**src/hw/asq_pkg.sv**
```systemverilog
// Constants, types and helpers shared by the sample sequencer control block
package asq_pkg;
  localparam int NSEQ = 4;
  localparam int MAXD = 8;
  localparam int RES_W = 10;
  localparam int ACC_W = 16;
  localparam int NPERIPH = 4;

  localparam logic [11:0] A_ACTIVE = 12'h000;
  localparam logic [11:0] A_RAW = 12'h004;
  localparam logic [11:0] A_MASK = 12'h008;
  localparam logic [11:0] A_ISC = 12'h00c;
  localparam logic [11:0] A_OVF = 12'h010;
  localparam logic [11:0] A_TRIG = 12'h014;
  localparam logic [11:0] A_UNF = 12'h018;
  localparam logic [11:0] A_PRI = 12'h020;
  localparam logic [11:0] A_KICK = 12'h028;
  localparam logic [11:0] A_MEAN = 12'h030;
  localparam logic [11:0] A_LOOP = 12'h100;
  localparam logic [2:0] SEQ_BLK_LO = 3'h2;
  localparam logic [2:0] SEQ_BLK_HI = 3'h5;
  localparam logic [2:0] SR_SRC = 3'h0;
  localparam logic [2:0] SR_CTL = 3'h1;
  localparam logic [2:0] SR_FIFO = 3'h2;
  localparam logic [2:0] SR_STAT = 3'h3;

  localparam logic [15:0] PRI_RESET = 16'h3210;
  localparam logic [31:0] CTL3_RESET = 32'h0000_0002;
  localparam int CTL_DIFF = 0;
  localparam int CTL_END = 1;
  localparam int CTL_IE = 2;
  localparam int CTL_TS = 3;
  localparam logic [3:0] TRIG_PROC = 4'h0;
  localparam logic [3:0] TRIG_ALWAYS = 4'hf;
  localparam int STAT_TAIL = 0;
  localparam int STAT_HEAD = 4;
  localparam int STAT_EMPTY = 8;
  localparam int STAT_FULL = 12;
  localparam logic [2:0] MEAN_MAX = 3'h6;

  // Control logic target rate; this build runs it on REF_CLK
  localparam real ADC_CLK_TARGET_MHZ = 16.667;
  localparam real REF_CLK_MHZ = 50.0;

  typedef enum {ST_IDLE, ST_ISSUE, ST_WAIT} asq_state_t;

  typedef struct packed {
    logic start;
    logic temp;
    logic diff;
    logic [3:0] chan;
  } asq_conv_t;

  function automatic logic [3:0] seq_depth(input logic [1:0] s);
    case (s)
      2'h0: seq_depth = 4'h8;
      2'h1: seq_depth = 4'h4;
      2'h2: seq_depth = 4'h4;
      default: seq_depth = 4'h1;
    endcase
  endfunction

  function automatic logic [31:0] seq_mask(input logic [1:0] s);
    case (s)
      2'h0: seq_mask = 32'hffff_ffff;
      2'h1: seq_mask = 32'h0000_ffff;
      2'h2: seq_mask = 32'h0000_ffff;
      default: seq_mask = 32'h0000_000f;
    endcase
  endfunction
endpackage

```
**src/hw/asq_top.sv**
```systemverilog
// Sample sequencer control: bus slave, triggers, arbitration, averager, FIFOs
//
// Added by the designer: the placing of the registers and register access over Wishbone.
`timescale 1ns/1ps
module asq_top
  import asq_pkg::*;
(
  input wire logic REF_CLK,
  input wire logic RST_N,
  input wire logic WB_CYC_I,
  input wire logic WB_STB_I,
  input wire logic WB_WE_I,
  input wire logic [11:0] WB_ADR_I,
  input wire logic [3:0] WB_SEL_I,
  input wire logic [31:0] WB_DAT_I,
  output logic [31:0] WB_DAT_O,
  output logic WB_ACK_O,
  input wire logic [NPERIPH-1:0] PERIPH_TRIG,
  input wire logic CONV_DONE,
  input wire logic [RES_W-1:0] CONV_DATA,
  output asq_conv_t CONV_CMD,
  output logic [NSEQ-1:0] IRQ
);

  // Arbitration: lowest-numbered pending sequencer at the lowest priority level
  function automatic logic [2:0] pick(input logic [3:0] pend, input logic [15:0] pri);
    logic [2:0] r;
    r = 3'h0;
    for (int lvl = 3; lvl >= 0; lvl--) begin
      for (int s = 3; s >= 0; s--) begin
        if (pend[s] && pri[4*s +: 2] == 2'(lvl)) begin
          r = {1'b1, 2'(s)};
        end
      end
    end
    pick = r;
  endfunction

  function automatic logic [31:0] bytewr(input logic [31:0] old, input logic [31:0] d,
                                         input logic [3:0] sel);
    logic [31:0] m;
    m = {{8{sel[3]}}, {8{sel[2]}}, {8{sel[1]}}, {8{sel[0]}}};
    bytewr = (old & ~m) | (d & m);
  endfunction

  logic ack_q;
  logic [31:0] dat_q;
  logic [3:0] en_q;
  logic [3:0] raw_q;
  logic [3:0] im_q;
  logic [3:0] ovf_q;
  logic [3:0] unf_q;
  logic [15:0] emux_q;
  logic [15:0] pri_q;
  logic [2:0] sac_q;
  logic tmlb_q;
  logic [3:0] pend_q;
  logic [3:0] irq_q;
  asq_state_t state_q;
  logic [1:0] cur_q;
  logic [2:0] step_q;
  logic [ACC_W-1:0] acc_q;
  logic [6:0] nacc_q;
  asq_conv_t conv_q;

  wire wb_req = WB_CYC_I & WB_STB_I & ~ack_q;
  wire wr = wb_req & WB_WE_I;
  wire rd = wb_req & ~WB_WE_I;
  wire [2:0] blk = WB_ADR_I[7:5];
  wire is_seq = (WB_ADR_I[11:8] == 4'h0) && (blk >= SEQ_BLK_LO) && (blk <= SEQ_BLK_HI);
  wire [1:0] sidx = 2'(blk - SEQ_BLK_LO);
  wire [2:0] sreg = WB_ADR_I[4:2];
  wire [31:0] wdat = bytewr(32'h0, WB_DAT_I, WB_SEL_I);
  wire wr_act = wr && WB_ADR_I == A_ACTIVE;
  wire wr_mask = wr && WB_ADR_I == A_MASK;
  wire wr_trig = wr && WB_ADR_I == A_TRIG;
  wire wr_pri = wr && WB_ADR_I == A_PRI;
  wire wr_mean = wr && WB_ADR_I == A_MEAN;
  wire wr_loop = wr && WB_ADR_I == A_LOOP;
  wire [3:0] isc_clr = (wr && WB_ADR_I == A_ISC) ? wdat[3:0] : 4'h0;
  wire [3:0] ovf_clr = (wr && WB_ADR_I == A_OVF) ? wdat[3:0] : 4'h0;
  wire [3:0] unf_clr = (wr && WB_ADR_I == A_UNF) ? wdat[3:0] : 4'h0;
  wire [3:0] kick = (wr && WB_ADR_I == A_KICK) ? wdat[3:0] : 4'h0;

  logic [3:0] hit;
  logic [3:0] full;
  logic [3:0] empty;
  logic [3:0] pop_w;
  logic [31:0] src_r [NSEQ];
  logic [31:0] ctl_r [NSEQ];
  logic [31:0] stat_r [NSEQ];
  logic [RES_W-1:0] head_r [NSEQ];

  // Current step fields
  wire [3:0] cur_src = src_r[cur_q][4*step_q +: 4];
  wire [3:0] cur_ctl = ctl_r[cur_q][4*step_q +: 4];
  wire [2:0] win = pick(pend_q, pri_q);
  wire conv_fin = (state_q == ST_WAIT) && (tmlb_q || CONV_DONE);
  // Loopback tags the word with sequencer, step and input so software can check order
  wire [RES_W-1:0] lb_data = {1'b0, cur_q, step_q, cur_src};
  wire [RES_W-1:0] sample = tmlb_q ? lb_data : CONV_DATA;
  wire [ACC_W-1:0] sum = acc_q + ACC_W'(sample);
  wire [6:0] avg_n = 7'h01 << sac_q;
  wire avg_last = nacc_q == 7'(avg_n - 7'h01);
  wire [RES_W-1:0] mean = RES_W'(sum >> sac_q);
  wire push_w = conv_fin && avg_last;
  wire step_last = cur_ctl[CTL_END] || ({1'b0, step_q} == 4'(seq_depth(cur_q) - 4'h1));
  wire [3:0] cur_dec = 4'h1 << cur_q;
  wire [3:0] accept = (state_q == ST_IDLE && win[2]) ? 4'h1 << win[1:0] : 4'h0;
  wire [3:0] push_ok = push_w ? (cur_dec & ~full) : 4'h0;
  wire [3:0] ovf_set = push_w ? (cur_dec & full) : 4'h0;
  wire [3:0] unf_set = pop_w & empty;
  wire [3:0] raw_set = (push_w && cur_ctl[CTL_IE]) ? cur_dec : 4'h0;

  genvar g;
  generate
    for (g = 0; g < NSEQ; g++) begin : g_seq
      logic [31:0] src_q;
      logic [31:0] ctl_q;
      logic [2:0] wp_q;
      logic [2:0] rp_q;
      logic [3:0] cnt_q;
      logic [RES_W-1:0] mem_q [MAXD];
      wire [3:0] code = emux_q[4*g +: 4];
      wire sel_s = is_seq && sidx == 2'(g);
      wire [3:0] dep = seq_depth(2'(g));
      wire [2:0] wp_nx = ({1'b0, wp_q} == 4'(dep - 4'h1)) ? 3'h0 : 3'(wp_q + 3'h1);
      wire [2:0] rp_nx = ({1'b0, rp_q} == 4'(dep - 4'h1)) ? 3'h0 : 3'(rp_q + 3'h1);
      wire pop_ok = pop_w[g] & ~empty[g];
      assign pop_w[g] = rd && sel_s && sreg == SR_FIFO;
      assign hit[g] = (code == TRIG_PROC && kick[g]) || (code == TRIG_ALWAYS) ||
                      (code >= 4'h1 && code <= 4'(NPERIPH) && PERIPH_TRIG[2'(code - 4'h1)]);
      assign full[g] = cnt_q == dep;
      assign empty[g] = cnt_q == 4'h0;
      assign src_r[g] = src_q;
      assign ctl_r[g] = ctl_q;
      assign head_r[g] = mem_q[rp_q];
      assign stat_r[g] = 32'(full[g]) << STAT_FULL | 32'(empty[g]) << STAT_EMPTY |
                         32'(rp_q) << STAT_HEAD | 32'(wp_q) << STAT_TAIL;
      always_ff @(posedge REF_CLK) begin
        if (!RST_N) begin
          src_q <= 32'h0;
          ctl_q <= (g == NSEQ - 1) ? CTL3_RESET : 32'h0;
        end else if (wr && sel_s && sreg == SR_SRC) begin
          src_q <= bytewr(src_q, WB_DAT_I, WB_SEL_I) & seq_mask(2'(g));
        end else if (wr && sel_s && sreg == SR_CTL) begin
          ctl_q <= bytewr(ctl_q, WB_DAT_I, WB_SEL_I) & seq_mask(2'(g));
        end
      end
      always_ff @(posedge REF_CLK) begin
        if (!RST_N) begin
          wp_q <= 3'h0;
          rp_q <= 3'h0;
          cnt_q <= 4'h0;
        end else begin
          wp_q <= push_ok[g] ? wp_nx : wp_q;
          rp_q <= pop_ok ? rp_nx : rp_q;
          cnt_q <= 4'(cnt_q + 4'(push_ok[g]) - 4'(pop_ok));
        end
      end
      always_ff @(posedge REF_CLK) begin
        if (push_ok[g]) begin
          mem_q[wp_q] <= mean;
        end
      end

    end
  endgenerate

  // Read mux; unmapped addresses read zero
  logic [31:0] rd_data;
  always_comb begin
    rd_data = 32'h0;
    if (is_seq) begin
      case (sreg)
        SR_SRC: rd_data = src_r[sidx];
        SR_CTL: rd_data = ctl_r[sidx];
        SR_FIFO: rd_data = 32'(head_r[sidx]);
        SR_STAT: rd_data = stat_r[sidx];
        default: rd_data = 32'h0;
      endcase
    end else begin
      case (WB_ADR_I)
        A_ACTIVE: rd_data = 32'(en_q);
        A_RAW: rd_data = 32'(raw_q);
        A_MASK: rd_data = 32'(im_q);
        A_ISC: rd_data = 32'(raw_q & im_q);
        A_OVF: rd_data = 32'(ovf_q);
        A_TRIG: rd_data = 32'(emux_q);
        A_UNF: rd_data = 32'(unf_q);
        A_PRI: rd_data = 32'(pri_q & 16'h3333);
        A_MEAN: rd_data = 32'(sac_q);
        A_LOOP: rd_data = 32'(tmlb_q);
        default: rd_data = 32'h0;
      endcase
    end
  end

  always_ff @(posedge REF_CLK) begin
    if (!RST_N) begin
      ack_q <= 1'b0;
      dat_q <= 32'h0;
    end else begin
      ack_q <= wb_req;
      dat_q <= rd ? rd_data : 32'h0;
    end
  end

  always_ff @(posedge REF_CLK) begin
    if (!RST_N) begin
      en_q <= 4'h0;
      im_q <= 4'h0;
      emux_q <= 16'h0;
      pri_q <= PRI_RESET;
      sac_q <= 3'h0;
      tmlb_q <= 1'b0;
    end else begin
      en_q <= wr_act ? wdat[3:0] : en_q;
      im_q <= wr_mask ? wdat[3:0] : im_q;
      emux_q <= wr_trig ? wdat[15:0] : emux_q;
      pri_q <= wr_pri ? (wdat[15:0] & 16'h3333) : pri_q;
      sac_q <= wr_mean ? ((wdat[2:0] > MEAN_MAX) ? MEAN_MAX : wdat[2:0]) : sac_q;
      tmlb_q <= wr_loop ? wdat[0] : tmlb_q;
    end
  end

  // Hardware set beats a same-cycle software clear
  always_ff @(posedge REF_CLK) begin
    if (!RST_N) begin
      raw_q <= 4'h0;
      ovf_q <= 4'h0;
      unf_q <= 4'h0;
      pend_q <= 4'h0;
      irq_q <= 4'h0;
    end else begin
      raw_q <= (raw_q & ~isc_clr) | raw_set;
      ovf_q <= (ovf_q & ~ovf_clr) | ovf_set;
      unf_q <= (unf_q & ~unf_clr) | unf_set;
      pend_q <= ((pend_q & ~accept) | hit) & en_q;
      irq_q <= raw_q & im_q;
    end
  end

  // Sequencing engine; runs on the single block clock
  always_ff @(posedge REF_CLK) begin
    if (!RST_N) begin
      state_q <= ST_IDLE;
      cur_q <= 2'h0;
      step_q <= 3'h0;
      acc_q <= '0;
      nacc_q <= 7'h0;
      conv_q <= '0;
    end else begin
      conv_q.start <= 1'b0;
      case (state_q)
        ST_IDLE: begin
          if (win[2]) begin
            cur_q <= win[1:0];
            step_q <= 3'h0;
            acc_q <= '0;
            nacc_q <= 7'h0;
            state_q <= ST_ISSUE;
          end
        end
        ST_ISSUE: begin
          conv_q.start <= ~tmlb_q;
          conv_q.chan <= cur_src;
          conv_q.diff <= cur_ctl[CTL_DIFF];
          conv_q.temp <= cur_ctl[CTL_TS];
          state_q <= ST_WAIT;
        end
        ST_WAIT: begin
          if (conv_fin && !avg_last) begin
            acc_q <= sum;
            nacc_q <= 7'(nacc_q + 7'h1);
            state_q <= ST_ISSUE;
          end else if (push_w) begin
            acc_q <= '0;
            nacc_q <= 7'h0;
            step_q <= 3'(step_q + 3'h1);
            state_q <= step_last ? ST_IDLE : ST_ISSUE;
          end
        end
        default: state_q <= ST_IDLE;
      endcase
    end
  end

  assign WB_ACK_O = ack_q;
  assign WB_DAT_O = dat_q;
  assign CONV_CMD = conv_q;
  assign IRQ = irq_q;

  // Reference priority: smallest value among pending sequencers
  logic [1:0] min_pri;
  always_comb begin
    min_pri = 2'h3;
    for (int s = 0; s < NSEQ; s++) begin
      if (pend_q[s] && pri_q[4*s +: 2] < min_pri) begin
        min_pri = pri_q[4*s +: 2];
      end
    end
  end
endmodule

```
**config.mk**
```make
export PLATFORM = sky130hd
export DESIGN_NAME = asq_top
export DESIGN_NICKNAME = d
export VERILOG_FILES = /design/src/hw/asq_pkg.sv /design/src/hw/asq_top.sv
export SDC_FILE = /design/constraint.sdc
export NUM_CORES = 1
export LEC_CHECK = 0
export BUFFER_PORTS_ARGS = -buffer_cell sky130_fd_sc_hd__buf_4
export CORE_MARGIN = 2
export CORE_UTILIZATION = 55
export DETAILED_ROUTE_END_ITERATION = 6
export HOLD_SLACK_MARGIN = 0.05
export PLACE_DENSITY = 0.72
export SYNTH_ARGS = -nofsm -noshare
export SYNTH_HDL_FRONTEND = slang
export SYNTH_SLANG_ARGS = --single-unit
```
**constraint.sdc**
```tcl
create_clock -name REF_CLK -period 7.1 [get_ports REF_CLK]
set_clock_uncertainty 0.05 [all_clocks]
set_input_delay 0 -clock REF_CLK [delete_from_list [all_inputs] [get_ports REF_CLK]]
set_output_delay 0 -clock REF_CLK [all_outputs]
set_load 0.05 [all_outputs]
```
# ---- After elaboration in Yosys (flattened, before gate mapping)
# Memories as Yosys holds them, arrays and structs flattened. A register that Yosys moved wholly into a read port is not among the register bits.
# Cells that the tools add are included.
dict set report word_totals {
  ff_bits 332
  latch_bits 0
  ramBits 320
  mem_bits_ro 0
  in_bits 68
  output_inout_bits 44
  n_memories 4
}
dict set report classes {
  n_addsub 26
  mul 0
  div 0
  order_cmp 17
  n_eq_ne 53
  shifts 6
  muxes 97
  bitwise_logic 70
  n_reduce_logical 113
}
# name depth word_bits rd rd_ports_with_merged_regs write_ports line_no
set memory_table {}
lappend memory_table {{g_seq[0].mem_q} 8 10 1 1 1 asq_top.sv:123} ;# logic [RES_W-1:0] mem_q [MAXD];
lappend memory_table {{g_seq[1].mem_q} 8 10 1 1 1 asq_top.sv:123}
lappend memory_table {{g_seq[2].mem_q} 8 10 1 1 1 asq_top.sv:123}
lappend memory_table {{g_seq[3].mem_q} 8 10 1 1 1 asq_top.sv:123}
# operator count
set ops {}
lappend ops {{32-bit two-way mux} 14}
lappend ops {{32-bit binary-select mux with 2-bit select} 5}
lappend ops {{16-bit one-hot mux with 10 select lines} 1}
lappend ops {{32-bit one-hot mux with 4 select lines} 1}
lappend ops {{3-bit two-way mux} 36}
lappend ops {{32-bit bitwise AND} 3}
lappend ops {{32-bit one-hot mux with 3 select lines} 1}
lappend ops {{1-bit logical AND} 69}
lappend ops {{16-bit bitwise AND} 4}
lappend ops {{32-bit zero test} 2}
lappend ops {{16-bit OR} 4}
lappend ops {{32-bit OR} 2}
lappend ops {{32-bit by 6-bit indexed part select with 4-bit output} 2}
lappend ops {{13-bit by 3-bit OR with 13-bit output} 4}
lappend ops {{13-bit by 7-bit OR with 13-bit output} 4}
lappend ops {{13-bit by 9-bit OR with 13-bit output} 4}
lappend ops {{4-bit bitwise AND} 12}
lappend ops {{16-bit two-way mux} 3}
lappend ops {{4-bit zero test} 11}
lappend ops {{12-bit by 5-bit equality test with 1-bit output, second input constant} 3}
lappend ops {{12-bit by 6-bit equality test with 1-bit output, second input constant} 3}
lappend ops {{32-bit by 1-bit equality test with 1-bit output, second input constant} 1}
lappend ops {{32-bit by 2-bit equality test with 1-bit output, second input constant} 1}
lappend ops {{32-bit by 3-bit equality test with 1-bit output, second input constant} 1}
lappend ops {{other kinds (60)} 191}

# ---- Depth between registers and ports, before layout
dict set report logic_depth {
  ltp_word 24
  mapped_depth 20
  mapped_depth_nobuf 17
}

# ---- Worst setup path before layout
# Ideal clock, no wire load.
dict set report synth_path {
  path_kind {flip-flop to flip-flop}
  from {register cur_q[1]}
  to {memory g_seq[0].mem_q[0][8], data pin}
  setup_time_ns 0.467
  arrival_time_ns 5.080
  slack_ns 1.502
  path_stages_with_launch 21
  n_path_buf 3
  path_cell_list {dfxtp_1 -> buf_2 -> buf_2 -> buf_2 -> nand2_1 -> o221a_2 -> nor3_1 -> a21oi_1 -> nor2_1 -> a21oi_1 -> a21oi_1 -> ha_1 -> inv_1 -> fa_1 -> nor2b_1 -> o2111a_1 -> nor2_1 -> o311ai_1 -> o2bb2ai_1 -> a221oi_1 -> a211oi_1}
}
dict set report synth_between {
  elab_chain_len 8
}
# item line_no
set synth_rtl {}
lappend synth_rtl {{start: declaration} asq_top.sv:60} ;# logic [1:0] cur_q;
lappend synth_rtl {{start signal: assignment} asq_top.sv:258} ;# cur_q <= win[1:0];
lappend synth_rtl {{2-bit inverter with 3-bit output (implied by the code)} asq_top.sv:95} ;# wire [3:0] cur_src = src_r[cur_q][4*step_q +: 4];
lappend synth_rtl {{32-bit binary-select mux with 2-bit select} asq_top.sv:95}
lappend synth_rtl {{32-bit two-way mux (implied by the code) (2 in a row)} asq_top.sv:95}
lappend synth_rtl {{32-bit by 6-bit indexed part select with 4-bit output} asq_top.sv:95}
lappend synth_rtl {{10-bit two-way mux *} asq_top.sv:101} ;# wire [RES_W-1:0] sample = tmlb_q ? lb_data : CONV_DATA;
lappend synth_rtl {{16-bit by 10-bit adder with 16-bit output *} asq_top.sv:102} ;# wire [ACC_W-1:0] sum = acc_q + ACC_W'(sample);
lappend synth_rtl {{16-bit by 3-bit >> shifter with 10-bit output *} asq_top.sv:105} ;# wire [RES_W-1:0] mean = RES_W'(sum >> sac_q);
lappend synth_rtl {{via mean[8]} asq_top.sv:105}
lappend synth_rtl {{end: declaration} asq_top.sv:123}
# Mark *: on every way through the listed nets, which the timed path passes. The rest lies on a longest branch. The select of a mux whose other input is x is not followed.

# ---- Worst setup path in the final report
dict set report layout_path {
  from {register cur_q[0]}
  to {memory g_seq[0].mem_q[4][3], data pin}
}
# Same word-level chain as after synthesis.

==> results_dict.tcl <==
set metrics [dict create \
    status "complete, no violations" \
    tightest_slew_ps 1260 \
    synth-main-ff-cell "edfxtp_1" \
    grt_max_degree 99 \
    drtIter0Drc 2288 \
    irDropWorstVdd_uv 210 \
    die_area_sq_um 55700 \
    vias_per_cell 6.37 \
    max_stage_delay_ps 930 \
    grt-ovfl-total 0 \
    synth_area_per_cell_sq_um 11.8 \
    comb_power_share_pct 3.5 \
    crit_arrival_ps 6070 \
    switchingPower_mw 1.68 \
    vias 21600 \
    mostFrequentLayoutCells "edfxtp_1, dfxtp_1, nor2_1" \
    cts_buffers 68 \
    ant_nets 0 \
    drcViolationCount 0 \
    final-instance-count-excl-fill 3391 \
    crit_path_top_delay_cell "a21oi_2" \
    drv_cap 0 \
    yosys.area.top_type "edfxtp_1" \
    crit_top_cell "a21oi_1" \
    globalplace.congestion 0.945 \
    seq_power_share_pct 49.2 \
    wl_um 82800 \
    start_kind "register" \
    fin_crit_ps 5900 \
    clk_latency_ps 620 \
    ys_ff_latch 634 \
    grt_pass1_vias 21300 \
    p_leak_nw 11.8 \
    num_rows 85 \
    maxSlewHeadroom_pct 15.4 \
    cts-htree-levels 3 \
    fin_crit_sh_pct 83.0 \
    num_antenna_cells 0 \
    synth_edf_count 320 \
    hp-class "primary input to register" \
    syn2layout_area_growth_pct 15.3 \
    die_h_um 236 \
    clkTransAtPathRegs_ps 60 \
    p_sw_share_pct 21.5 \
    dp_hpwl_um 55700 \
    utilization_pct 63.8 \
    place_area_sq_um 31000 \
    antenna_found_initial 0 \
    cp_cell_sequence "nand2_1, o21ai_0, a21oi_1, nor2_1, a21oi_1, a21oi_1, ha_1, inv_1, fa_1, nor2b_1, o2111a_1, nor2_1, o311ai_1, o2bb2ai_1, a2111oi_0, a21oi_2" \
    criticalPathCategory "register to register" \
    synth-async-reset-ratio_pct 0 \
    final_area_sq_um 34100 \
    dp.cells 3192 \
    power_frac_clock_pct 47.3 \
    seq_area_frac_synth_pct 53.7 \
    drive_above_1_share_pct 17.8 \
    cpLargestDelayFamily "compound AO/OA/AOI/OAI gates" \
    clock-root-buffer "clkbuf_16" \
    tritoncts "built" \
    max_freq_ghz 0.170 \
    yosys_warnings 0 \
    ys_types 84 \
    portBuffers 111 \
    endpoint_kind "register" \
    ios 112 \
    cts_sinks 634 \
    final_common_cell "edfxtp_1" \
    avgRoutedWirePerCell_um 24.4 \
    required_ps 7280 \
    drt_pass1_iterations 6 \
    p_int_mw 6.13 \
    final.setup.tns_ps 0 \
    start_util_pct 55.3 \
    core_area_sq_um 53500 \
    cp_max_fo 32 \
    grt_pass1_wl_um 127000 \
    syn_area_sq_um 29600 \
    syn-num-nets 2655 \
    die_x_um 236 \
    netlist_instances 2517 \
    fin_nets 2779 \
    power_density_nw_per_um2 229 \
    cts_buffer_depth 3 \
    synthTopCellsByArea "edfxtp_1, dfxtp_1, mux4_2" \
    slew_viol_final 0 \
    rsz0062_at_grt "no" \
    synth_top_area_share_pct 32.5 \
    critical_path_buf_inv_count 1 \
    final_hold_viol_count 0 \
    grt_util_all_layers_pct 29.7 \
    final-setup-viol-count 0 \
]
## kinds of logic after synthesis
logic type	Yosys count	share of synthesized area, %
XOR/XNOR	28	0.829
AND/OR/NAND/NOR	784	12.6
multiplexers	348	17.7
buffers and inverters	240	3.26
AO/OA/AOI/OAI	413	8.82
adder cells (fa/ha/maj)	70	3.09
flip-flops	634	53.7
## final cells by class
| cell class | instances | area (sq um) |
|---|---|---|
| Clock buffer | 89 | 1890 |
| Inverter | 73 | 279 |
| Timing Repair Buffer | 221 | 1850 |
| Multi-Input combinational cell | 1643 | 12900 |
| Tap cell | 696 | 871 |
| Clock inverter | 35 | 459 |
| Fill cell | 3992 | 19400 |
| Sequential cell | 634 | 15900 |
## timing repair
action                                  CTS  global route
hold buffers                             75             0
buffers inserted                          0             0
hold endpoints to repair                228             0
endpoints found under the setup margin    0             0
gates resized for setup                   0             0
## metrics by stage
step / power (mW) / hold slack, ps / setup slack (ps)
after floorplan: 4.06 / 93.9 / 1500
after global placement: 4.16 / 222 / 1520
after detailed placement: 4.17 / 237 / 1350
after CTS: 7.85 / 59.2 / 1360
after global routing: 8.00 / 113 / 750
final: 7.81 / 96.0 / 1200
## worst paths after layout
path / from / end / slack [ps] / cells past startpoint
hold / removal: WB_CYC_I / unf_q[2]$_SDFF_PN0_ / 100 / 7
setup reg to reg: cur_q[0]$_SDFFE_PN0P_ / g_seq[0].mem_q[4][3]$_DFFE_PP_ / 1200 / 16
hold reg to reg: acc_q[8]$_SDFFE_PN0P_ / acc_q[8]$_SDFFE_PN0P_ / 410 / 2
setup / recovery: cur_q[0]$_SDFFE_PN0P_ / g_seq[0].mem_q[4][3]$_DFFE_PP_ / 1200 / 16
## routing by layer
layer  routed length, um  GRT usage [%]
met1               32700           38.6
met5                   0              0
met4                3600           12.5
met3                6270           5.24
met2               40300           49.3
## power by group through the flow
stage | Clock (mW) | Sequential, mW | Combinational (mW)
2_1_floorplan | 0 | 3.92 | 0.135
3_3_place_gp | 0 | 3.92 | 0.239
3_5_place_dp | 0 | 3.92 | 0.243
4_1_cts | 3.74 | 3.84 | 0.267
5_1_grt | 3.88 | 3.84 | 0.287
6_report | 3.69 | 3.84 | 0.273
## worst register-to-register path: cells and delay by family, from the launching register on
kind | cells | cell delay, ps
buffers and inverters | 1 | 70
AO/OA/AOI/OAI | 9 | 3120
flip-flops | 1 | 830
adder cells (fa/ha/maj) | 2 | 640
AND/OR/NAND/NOR | 4 | 770
## synthesized netlist by cell type, drive strengths merged (13+ instances only)
| cell | count |
|---|---|
| a211oi | 19 |
| a21oi | 169 |
| a221oi | 19 |
| a22oi | 21 |
| a31oi | 18 |
| and2 | 18 |
| and3 | 21 |
| buf | 60 |
| clkbuf | 107 |
| dfxtp | 314 |
| edfxtp | 320 |
| ha | 65 |
| inv | 73 |
| mux2 | 33 |
| mux2i | 178 |
| mux4 | 137 |
| nand2 | 219 |
| nand2b | 19 |
| nand3 | 130 |
| nand4 | 13 |
| nor2 | 246 |
| nor2b | 13 |
| nor3 | 32 |
| nor4 | 16 |
| o21ai | 67 |
| or3 | 15 |
| xnor2 | 17 |
Note: power is estimated with default switching activity, not from simulation.
